==> src/common/hw_monitor_cfg.svh <==
/*
 Constants of the hardware monitor sequencer: register offsets, field positions,
 reset values and timing counts.
 Assumes a 50 MHz system clock and word-aligned AHB-Lite register access.
*/
`ifndef HW_MONITOR_CFG_SVH
`define HW_MONITOR_CFG_SVH

// Register byte offsets (low address byte)
`define HWM_OFS_CONFIG 8'h00
`define HWM_OFS_FAN_DIV 8'h04
`define HWM_OFS_OVERTEMP 8'h08
`define HWM_OFS_HYST 8'h0C
`define HWM_OFS_STATUS 8'h10
`define HWM_OFS_RESULT_BASE 8'h80

// Configuration fields
`define HWM_CFG_RUN_BIT 0
`define HWM_CFG_HOLD_BIT 3
`define HWM_CFG_RESET 8'h08

// Fan divisor fields and reset value
`define HWM_DIV1_LSB 4
`define HWM_DIV2_LSB 6
`define HWM_FAN_DIV_RESET 8'h50
`define HWM_FAN3_DIV_CODE 2'h1

// Status fields
`define HWM_STAT_BUSY_BIT 0
`define HWM_STAT_OVER_BIT 1
`define HWM_STAT_ITEM_LSB 4

// Monitored items
`define HWM_ITEMS 11
`define HWM_FIRST_FAN 4'h8
`define HWM_LAST_ITEM 4'hA
`define HWM_FAN_SAT 8'hFF

// Timing
`define HWM_CLK_HZ 50000000
`define HWM_PASS_TIME_MS 1000
`define HWM_PASS_CYCLES ((`HWM_CLK_HZ / 1000) * `HWM_PASS_TIME_MS)
`define HWM_REF_HZ 22500
`define HWM_REF_CYCLES (`HWM_CLK_HZ / `HWM_REF_HZ)

`endif

==> src/common/hw_monitor_pkg.sv <==
/*
 Types of the hardware monitor sequencer: bus carriers, converter carriers,
 sequencer states and the module state record.
 Assumes hw_monitor_cfg.svh for all numeric constants.
*/
package hw_monitor_pkg;

   typedef struct packed {
      logic hsel;
      logic [31:0] haddr;
      logic [1:0] htrans;
      logic hwrite;
      logic [2:0] hsize;
      logic [31:0] hwdata;
      logic hready;
   } ahb_req_s;

   typedef struct packed {
      logic [31:0] hrdata;
      logic hreadyout;
      logic hresp;
   } ahb_rsp_s;

   typedef struct packed {
      logic start;
      logic [2:0] channel;
   } adc_req_s;

   typedef struct packed {
      logic done;
      logic [7:0] code;
   } adc_rsp_s;

   typedef enum logic [6:0] {
      ST_IDLE = 7'b0000001,
      ST_ADC_START = 7'b0000010,
      ST_ADC_WAIT = 7'b0000100,
      ST_STORE = 7'b0001000,
      ST_FAN_ARM = 7'b0010000,
      ST_FAN_COUNT = 7'b0100000,
      ST_PASS_WAIT = 7'b1000000
   } seq_state_e;

   typedef struct packed {
      logic run;
      logic hold;
      logic [1:0] div1;
      logic [1:0] div2;
      logic signed [7:0] overtemp;
      logic signed [7:0] hyst;
      logic dp_valid;
      logic dp_write;
      logic [7:0] dp_addr;
      logic dp_mem;
      logic [31:0] rd;
      seq_state_e st;
      logic [3:0] item;
      logic [31:0] pass_cnt;
      logic [15:0] ref_cnt;
      logic [7:0] fan_cnt;
      logic [7:0] sample;
      logic temp_over;
      logic adc_start;
      logic [2:0] adc_chan;
      logic [2:0] tach1;
      logic [2:0] tach2;
      logic [2:0] tach3;
      logic [2:0] tach_lvl;
   } mon_state_s;

endpackage

==> src/hdl/result_memory.sv <==
/*
 Result memory: one word per monitored item, one write port, one registered
 read port.
 Assumes writes and reads share the system clock; read data appear one edge
 after the read index.
*/
`timescale 1ns/100ps
module result_memory #(
   parameter int WIDTH = 8,
   parameter int DEPTH = 11
) (
   // Clock and reset
   input wire logic clk,
   input wire logic resetn,
   // Write port
   input wire logic wr_en,
   input wire logic [3:0] wr_idx,
   input wire logic [WIDTH-1:0] wr_data,
   // Read port
   input wire logic [3:0] rd_idx,
   output logic [WIDTH-1:0] rd_data
);

   typedef struct packed {
      logic [DEPTH-1:0][WIDTH-1:0] mem;
      logic [WIDTH-1:0] rdata;
   } mem_state_s;

   mem_state_s s_q;
   mem_state_s s_d;

   if (DEPTH < 1 || DEPTH > 16 || WIDTH < 1) begin : g_check
      $error("result_memory: unsupported WIDTH or DEPTH");
   end

   always_comb begin
      s_d = s_q;
      if ({1'b0, rd_idx} < 5'(DEPTH)) begin
         s_d.rdata = s_q.mem[rd_idx];
      end else begin
         s_d.rdata = '0;
      end
      if (wr_en && {1'b0, wr_idx} < 5'(DEPTH)) begin
         s_d.mem[wr_idx] = wr_data;
      end
   end

   always_ff @(posedge clk) begin
      if (!resetn) begin
         s_q.rdata <= '0;
         s_q.mem <= s_d.mem;
      end else begin
         s_q <= s_d;
      end
   end

   assign rd_data = s_q.rdata;

endmodule

==> src/hdl/hw_monitor_round_robin.sv <==
/*
 Round-robin monitoring sequencer with AHB-Lite register slave, fan tachometer
 counters and temperature setpoint comparator.
 Assumes an on-chip converter on the same clock (start pulse, done pulse, code)
 and asynchronous fan tachometer pins.
*/
`timescale 1ns/100ps
`include "hw_monitor_cfg.svh"
module hw_monitor_round_robin #(
   parameter int PASS_CYCLES = `HWM_PASS_CYCLES,
   parameter int REF_CYCLES = `HWM_REF_CYCLES
) (
   // Clock and reset
   input wire logic clk,
   input wire logic resetn,
   // AHB-Lite slave
   input wire hw_monitor_pkg::ahb_req_s ahb_req,
   output hw_monitor_pkg::ahb_rsp_s ahb_rsp,
   // Converter
   output hw_monitor_pkg::adc_req_s adc_req,
   input wire hw_monitor_pkg::adc_rsp_s adc_rsp,
   // Fan tachometer pins
   input wire logic [2:0] fan_tach,
   // Status outputs
   output logic temp_alarm,
   output logic shutdown
);
   import hw_monitor_pkg::*;

   mon_state_s s_q;
   mon_state_s s_d;

   logic addr_taken;
   logic rd_taken_mem;
   logic [7:0] rd_mem_word;
   logic [3:0] rd_idx;
   logic mem_wr_en;
   logic go;
   logic [2:0] tach_edge;
   logic cur_edge;
   logic tick;
   logic [1:0] cur_div;
   logic [15:0] tick_limit;
   logic [31:0] wr_word;

   if (PASS_CYCLES < 64 || REF_CYCLES < 2 || REF_CYCLES > 8191) begin : g_check
      $error("hw_monitor_round_robin: unsupported PASS_CYCLES or REF_CYCLES");
   end

   // Byte address of a result slot
   function automatic logic [7:0] result_ofs(input logic [3:0] idx);
      result_ofs = `HWM_OFS_RESULT_BASE + {2'h0, idx, 2'h0};
   endfunction

   // Register read value seen through the bus
   function automatic logic [31:0] reg_value(input logic [7:0] ofs, input mon_state_s v);
      logic [31:0] r;
      r = 32'h0;
      case (ofs)
         `HWM_OFS_CONFIG: begin
            r[`HWM_CFG_RUN_BIT] = v.run;
            r[`HWM_CFG_HOLD_BIT] = v.hold;
         end
         `HWM_OFS_FAN_DIV: begin
            r[`HWM_DIV1_LSB +: 2] = v.div1;
            r[`HWM_DIV2_LSB +: 2] = v.div2;
         end
         `HWM_OFS_OVERTEMP: begin
            r[7:0] = v.overtemp;
         end
         `HWM_OFS_HYST: begin
            r[7:0] = v.hyst;
         end
         `HWM_OFS_STATUS: begin
            r[`HWM_STAT_BUSY_BIT] = (v.st != ST_IDLE);
            r[`HWM_STAT_OVER_BIT] = v.temp_over;
            r[`HWM_STAT_ITEM_LSB +: 4] = v.item;
         end
         default: begin
            r = 32'h0;
         end
      endcase
      reg_value = r;
   endfunction

   // Address phase decode
   assign addr_taken = ahb_req.hsel && ahb_req.htrans[1] && ahb_req.hready;
   assign rd_idx = ahb_req.haddr[5:2];
   assign rd_taken_mem = addr_taken && !ahb_req.hwrite
      && ahb_req.haddr[7:0] >= `HWM_OFS_RESULT_BASE
      && ahb_req.haddr[7:0] <= result_ofs(`HWM_LAST_ITEM)
      && ahb_req.haddr[1:0] == 2'h0;
   assign wr_word = ahb_req.hwdata;

   // Agreed tachometer level rises once stages two and three match high
   always_comb begin
      for (int i = 0; i < 3; i++) begin
         tach_edge[i] = (s_q.tach2[i] == s_q.tach3[i]) && s_q.tach3[i] && !s_q.tach_lvl[i];
      end
   end

   // Fan 3 divisor is fixed
   always_comb begin
      case (s_q.item)
         4'h8: cur_div = s_q.div1;
         4'h9: cur_div = s_q.div2;
         default: cur_div = `HWM_FAN3_DIV_CODE;
      endcase
   end

   // Reference prescaled by 1, 2, 4 or 8
   assign tick_limit = (16'(REF_CYCLES) << cur_div) - 16'h1;
   assign tick = (s_q.ref_cnt == tick_limit);

   always_comb begin
      case (s_q.item)
         4'h8: cur_edge = tach_edge[0];
         4'h9: cur_edge = tach_edge[1];
         default: cur_edge = tach_edge[2];
      endcase
   end

   assign go = s_q.run && !s_q.hold;
   assign mem_wr_en = (s_q.st == ST_STORE);

   always_comb begin
      s_d = s_q;
      s_d.adc_start = 1'b0;

      // Tachometer synchronisers
      s_d.tach1 = fan_tach;
      s_d.tach2 = s_q.tach1;
      s_d.tach3 = s_q.tach2;
      for (int i = 0; i < 3; i++) begin
         if (s_q.tach2[i] == s_q.tach3[i]) begin
            s_d.tach_lvl[i] = s_q.tach3[i];
         end
      end

      // Data phase write
      if (s_q.dp_valid && s_q.dp_write) begin
         case (s_q.dp_addr)
            `HWM_OFS_CONFIG: begin
               s_d.run = wr_word[`HWM_CFG_RUN_BIT];
               s_d.hold = wr_word[`HWM_CFG_HOLD_BIT];
            end
            `HWM_OFS_FAN_DIV: begin
               s_d.div1 = wr_word[`HWM_DIV1_LSB +: 2];
               s_d.div2 = wr_word[`HWM_DIV2_LSB +: 2];
            end
            `HWM_OFS_OVERTEMP: begin
               s_d.overtemp = wr_word[7:0];
            end
            `HWM_OFS_HYST: begin
               s_d.hyst = wr_word[7:0];
            end
            default: begin
            end
         endcase
      end

      // Address phase capture; read value sees a write just completed
      s_d.dp_valid = addr_taken;
      s_d.dp_write = addr_taken && ahb_req.hwrite;
      s_d.dp_addr = ahb_req.haddr[7:0];
      s_d.dp_mem = rd_taken_mem;
      if (addr_taken && !ahb_req.hwrite) begin
         s_d.rd = reg_value(ahb_req.haddr[7:0], s_d);
      end

      // Pass timer
      if (s_q.st != ST_IDLE) begin
         s_d.pass_cnt = s_q.pass_cnt + 32'h1;
      end

      // Sequencer
      case (s_q.st)
         ST_IDLE: begin
            if (go) begin
               s_d.item = 4'h0;
               s_d.pass_cnt = 32'h0;
               s_d.st = ST_ADC_START;
            end
         end
         ST_ADC_START: begin
            s_d.adc_start = 1'b1;
            s_d.adc_chan = s_q.item[2:0];
            s_d.st = ST_ADC_WAIT;
         end
         ST_ADC_WAIT: begin
            if (adc_rsp.done) begin
               s_d.sample = adc_rsp.code;
               s_d.st = ST_STORE;
            end else if (rd_taken_mem) begin
               s_d.st = ST_ADC_START;
            end
         end
         ST_STORE: begin
            if (s_q.item == 4'h0) begin
               if ($signed(s_q.sample) > s_q.overtemp) begin
                  s_d.temp_over = 1'b1;
               end else if ($signed(s_q.sample) < s_q.hyst) begin
                  s_d.temp_over = 1'b0;
               end
            end
            s_d.ref_cnt = 16'h0;
            s_d.fan_cnt = 8'h0;
            if (s_q.item == `HWM_LAST_ITEM) begin
               s_d.st = ST_PASS_WAIT;
            end else begin
               s_d.item = s_q.item + 4'h1;
               if (s_q.item + 4'h1 >= `HWM_FIRST_FAN) begin
                  s_d.st = ST_FAN_ARM;
               end else begin
                  s_d.st = ST_ADC_START;
               end
            end
         end
         ST_FAN_ARM: begin
            s_d.ref_cnt = tick ? 16'h0 : s_q.ref_cnt + 16'h1;
            if (cur_edge) begin
               s_d.ref_cnt = 16'h0;
               s_d.fan_cnt = 8'h0;
               s_d.st = ST_FAN_COUNT;
            end else if (tick) begin
               if (s_q.fan_cnt == `HWM_FAN_SAT) begin
                  s_d.sample = `HWM_FAN_SAT;
                  s_d.st = ST_STORE;
               end else begin
                  s_d.fan_cnt = s_q.fan_cnt + 8'h1;
               end
            end
         end
         ST_FAN_COUNT: begin
            s_d.ref_cnt = tick ? 16'h0 : s_q.ref_cnt + 16'h1;
            if (cur_edge) begin
               s_d.sample = s_q.fan_cnt;
               s_d.st = ST_STORE;
            end else if (tick) begin
               if (s_q.fan_cnt == `HWM_FAN_SAT) begin
                  s_d.sample = `HWM_FAN_SAT;
                  s_d.st = ST_STORE;
               end else begin
                  s_d.fan_cnt = s_q.fan_cnt + 8'h1;
               end
            end
         end
         ST_PASS_WAIT: begin
            if (s_q.pass_cnt >= 32'(PASS_CYCLES - 1)) begin
               s_d.item = 4'h0;
               s_d.pass_cnt = 32'h0;
               s_d.st = ST_ADC_START;
            end
         end
         default: begin
            s_d.st = ST_IDLE;
         end
      endcase

      // Stop or halt overrides the loop
      if (!go) begin
         s_d.st = ST_IDLE;
         s_d.adc_start = 1'b0;
         s_d.pass_cnt = 32'h0;
      end
   end

   always_ff @(posedge clk) begin
      if (!resetn) begin
         s_q.run <= 1'b0;
         s_q.hold <= 1'b1;
         s_q.div1 <= 2'h1;
         s_q.div2 <= 2'h1;
         s_q.overtemp <= 8'h00;
         s_q.hyst <= 8'h00;
         s_q.dp_valid <= 1'b0;
         s_q.dp_write <= 1'b0;
         s_q.dp_addr <= 8'h00;
         s_q.dp_mem <= 1'b0;
         s_q.rd <= 32'h0;
         s_q.st <= ST_IDLE;
         s_q.item <= 4'h0;
         s_q.pass_cnt <= 32'h0;
         s_q.ref_cnt <= 16'h0;
         s_q.fan_cnt <= 8'h00;
         s_q.sample <= 8'h00;
         s_q.temp_over <= 1'b0;
         s_q.adc_start <= 1'b0;
         s_q.adc_chan <= 3'h0;
         s_q.tach1 <= 3'h0;
         s_q.tach2 <= 3'h0;
         s_q.tach3 <= 3'h0;
         s_q.tach_lvl <= 3'h0;
      end else begin
         s_q <= s_d;
      end
   end

   // Result slots, one per item in visiting order
   result_memory #(
      .WIDTH(8),
      .DEPTH(`HWM_ITEMS)
   ) u_results (
      .clk(clk),
      .resetn(resetn),
      .wr_en(mem_wr_en),
      .wr_idx(s_q.item),
      .wr_data(s_q.sample),
      .rd_idx(rd_idx),
      .rd_data(rd_mem_word)
   );

   always_comb begin
      ahb_rsp.hreadyout = 1'b1;
      ahb_rsp.hresp = 1'b0;
      ahb_rsp.hrdata = s_q.dp_mem ? {24'h0, rd_mem_word} : s_q.rd;
   end

   assign adc_req.start = s_q.adc_start;
   assign adc_req.channel = s_q.adc_chan;
   assign temp_alarm = s_q.temp_over;
   assign shutdown = !s_q.run;

endmodule

==> config.mk <==
export PLATFORM = sky130hd
export DESIGN_NAME = hw_monitor_round_robin
export DESIGN_NICKNAME = d
export VERILOG_FILES = /design/src/common/hw_monitor_pkg.sv /design/src/hdl/result_memory.sv /design/src/hdl/hw_monitor_round_robin.sv
export VERILOG_INCLUDE_DIRS = /design/src /design/src/common
export SDC_FILE = /design/constraint.sdc
export NUM_CORES = 1
export LEC_CHECK = 0
export BUFFER_PORTS_ARGS = -buffer_cell sky130_fd_sc_hd__clkbuf_2
export CAP_MARGIN = 10
export CORE_ASPECT_RATIO = 1.1
export CORE_UTILIZATION = 60
export CTS_BUF_LIST = sky130_fd_sc_hd__clkbuf_4
export DETAILED_ROUTE_END_ITERATION = 7
export PLACE_DENSITY = 0.85
export SLEW_MARGIN = 20
export SYNTH_ARGS = -nofsm -noshare
export SYNTH_HDL_FRONTEND = slang
export SYNTH_SLANG_ARGS = --single-unit
==> constraint.sdc <==
create_clock -name clk -period 9 [get_ports clk]
set_clock_uncertainty 0.15 [all_clocks]
set_input_delay 0.9 -clock clk [delete_from_list [all_inputs] [get_ports clk]]
set_output_delay 0.9 -clock clk [all_outputs]
set_load 0.01 [all_outputs]
==> impl_results.md <==
* N_diodes at 0
* Worst reg2reg path depth at 12
* DP Worst Slack at 4.91 ns
* Fin. max-slew vios at 0
* CTS tree: done
* Core ar. at 17700 µm²
* Fraction of registers with async set or reset after synthesis at 0
* Sw frac at 0.221
* Pint at 1.55 mW
* Starting Density at 0.613
* R2R Setup Slk at 4.83 ns
* Worst hold path class: reg -> reg
* Unrepaired setup endpoints after global routing: false
* Outcome: finished, final reports clean
* Static leakage at 4.33 nW
* Minimum clock period at 4.17 ns
* Rows at 51
* GPL Wtd Cong at 0.852
* Max Clock Freq at 240 MHz
* Largest area contributor in the netlist: dfxtp_1
* Hold Vio Cnt, Final at 0
* CP arrival at 4.62 ns
* # DRC at 0
* Area contributors post-synth: dfxtp_1 26%, edfxtp_1 24%, mux2i_1 4.2%
* Number of buffers created by CTS at 56
* Largest net degree at the start of global routing at 44
* Worst vdd rail ir drop at 0.103 mV
* Starting DRT DRC Count at 640
* Root Driver: clkbuf_4
* Cell Area, Synth at 10900 µm²
* Post-CTS Setup Inserts at 0
* First-pass GRT wire length at 37600 µm
* R2r startpoint: s_q[81]
* I/O Pins at 126
* CP Capture Type: register
* Routed WL at 23200 µm
* Hold_buf cts at 0
* DR vias/cell at 5.88
* Net count, final at 1200
* Non-Filler Instances at 1363
* Grt total ovfl at 0
* Post-synth top area share at 0.260
* Detailed placement HPWL at 16000 µm
* H-tree levels at 2
* Filler cells at 1372
* PD cells at 169 nW/µm²
* Clock Sinks at 229
* Setup crit end: s_q[20]
* Worst reg2reg path endpoint: s_q[20]
* Die outline height at 143 µm
* Syn-to-layout area delta at 8.96%
* Power, Total at 2.00 mW
* Mapped Cells at 1024
* DR vias at 8018
* Pre-antenna DRT Iters at 5
* Total global-route track usage at 0.259
* Final period util at 0.463
* Final worst slack at 4.83 ns
* Die W at 130 µm
* Storage element area at 5470 µm²
* Post_cts resized at 0
* Top-count cell post-synth: dfxtp_1
* Antenna violations before repair at 0
* Average wire per standard cell at 17.0 µm
* Post-synth EDFFs at 88
* Setup Crit Path Kind: reg -> reg
* Vias in the first global route at 7873
* Port Buf Inserts at 47
* Final setup violation count at 0
* CP max stage delay at 0.64 ns
* Combinational power share at 0.030
* Netlist cell types at 84
* CTS Buffer Depth at 3
* Crit start category: register
* Max-Cap Viols at 0
* Max-slew headroom at 0.299
* WP data required at 9.45 ns
* Commonest cells post-synth: 141 x dfxtp_1, 110 x nor2_1, 88 x edfxtp_1
* Clk slew on worst S/H paths at 0.07 ns
* CP startpoint: s_q[81]
* Final Core Density at 0.668
* Setup_tns at 0 ns
* Worst-Margin Slew at 1.05 ns
* Cells after DPL at 1263
* Psw at 0.441 mW
* Sequential share of power at 0.538
* Clock power frac at 0.431
* Multi-input gate area at 4920 µm²
* Ys flop type: dfxtp_1
* Largest fanout on the critical path at 13
* Clk Latency, worst-skew pair at 0.68 ns
* Detail Route Antenna Nets at 0
* Full die area at 18700 µm²
* Mean Syn Cell Area at 10.6 µm²
* Worst path cell trace: inv_1 > ha_1 > or2_2 > nand3_1 > inv_1 > ha_1 > or3b_2 > a22oi_1 > o2111ai_2 > nor2_1 > o311a_1 > o221a_2
* Sequential-to-total area share from yosys stat at 0.503
* Fraction of layout cells with a size suffix above 1 at 0.171
* CP max stage cell: nor2_1
* Synth warn at 0
* Post-synthesis register bit count at 229
## per-stage QoR
step | hold slack [ns] | cell area (µm²)
finish | 0.285 | 11800
global route | 0.271 | 11800
CTS | 0.276 | 11800
detailed placement | 0.276 | 11100
global placement | 0.270 | 11100
floorplan | 0.262 | 11000
## how the worst min path moves through the flow
stage	startpoint	end	slack [ns]	cells past startpoint
4_1_cts	fan_tach[2]	s_d[8]	0.28	2
3_3_place_gp	s_d[7]	s_d[4]	0.27	1
5_1_grt	fan_tach[2]	s_d[8]	0.27	2
6_report	s_d[6]	s_d[3]	0.28	1
3_5_place_dp	s_d[6]	s_d[3]	0.28	1
2_1_floorplan	s_d[6]	s_d[3]	0.26	1
## state kept, by name (all words and copies together), names as in the netlist
| name | count |
|---|---|
| adc_req | 4 |
| s_d | 6 |
| s_q | 122 |
| temp_alarm | 1 |
| u_results.rd_data | 8 |
| u_results.s_q | 88 |
## routing by layer
layer  routed length, µm  GRT usage  vias up  share of wire
met3                1310     0.0502       48          0.057
met1                9490      0.310     3873           0.41
li1                    -          -     3831              -
met4                 646      0.107        0          0.028
met2               11800      0.454      266           0.51
met5                   0          0        -              0
## final cells by class
type                       instances  share of cell area
tap                              238              0.0251
sequential                       229               0.461
clock inverter                    15             0.00771
inverter                          37              0.0117
timing repair buffer              54              0.0243
clock buffer                      85              0.0539
multi-input combinational        705               0.416
## critical path, delay by kind of cell, from the launching register on
kind,cells,cell delay (ns)
AOI/OAI and AO/OA,4,1.05
adders and majority gates,2,0.60
buffers and inverters,2,0.23
DFF,1,0.47
and+or+nand+nor,4,1.62
## layout by cell type (no fill, tap or decap), types with 6 or more instances in the layout
cell type / n
o21ai_1: 6
nor2_1: 110
nand3_1: 36
xor2_1: 21
inv_1: 36
conb_1: 26
nand3b_1: 7
o22a_1: 12
mux4_2: 16
or3_1: 11
nand2b_1: 10
o21ai_0: 28
dfxtp_1: 141
xnor2_1: 21
a221oi_1: 10
nand4_1: 9
o21a_1: 10
edfxtp_1: 88
nor2b_1: 10
nor3_1: 18
ha_1: 31
nor4_1: 12
clkbuf_4: 85
a31oi_1: 6
a21oi_1: 38
clkinv_1: 9
clkbuf_2: 47
mux2i_1: 46
mux2_2: 8
and3_1: 21
buf_4: 7
and2_1: 30
nand2_1: 49
## power groups by stage
stage	Sequential, mW	Combinational (mW)	Clock [mW]
4_1_cts	1.07	0.0601	0.878
2_1_floorplan	1.10	0.0491	0
5_1_grt	1.07	0.0666	0.934
3_3_place_gp	1.10	0.0584	0
3_5_place_dp	1.10	0.0599	0
6_report	1.07	0.0604	0.861
## logic make-up (layout without fill, tap and decap cells)
kind of cell    after synthesis  in the layout  synth area share
buf+inv                     114            191            0.0525
flops                       229            229             0.503
simple gates                365            365             0.179
compound gates              171            171             0.112
fa+ha+maj                    31             31            0.0357
other cells                   2             26          0.000691
xor+xnor                     42             42            0.0338
mux                          70             70            0.0838
(Power assumes the default switching activity.)
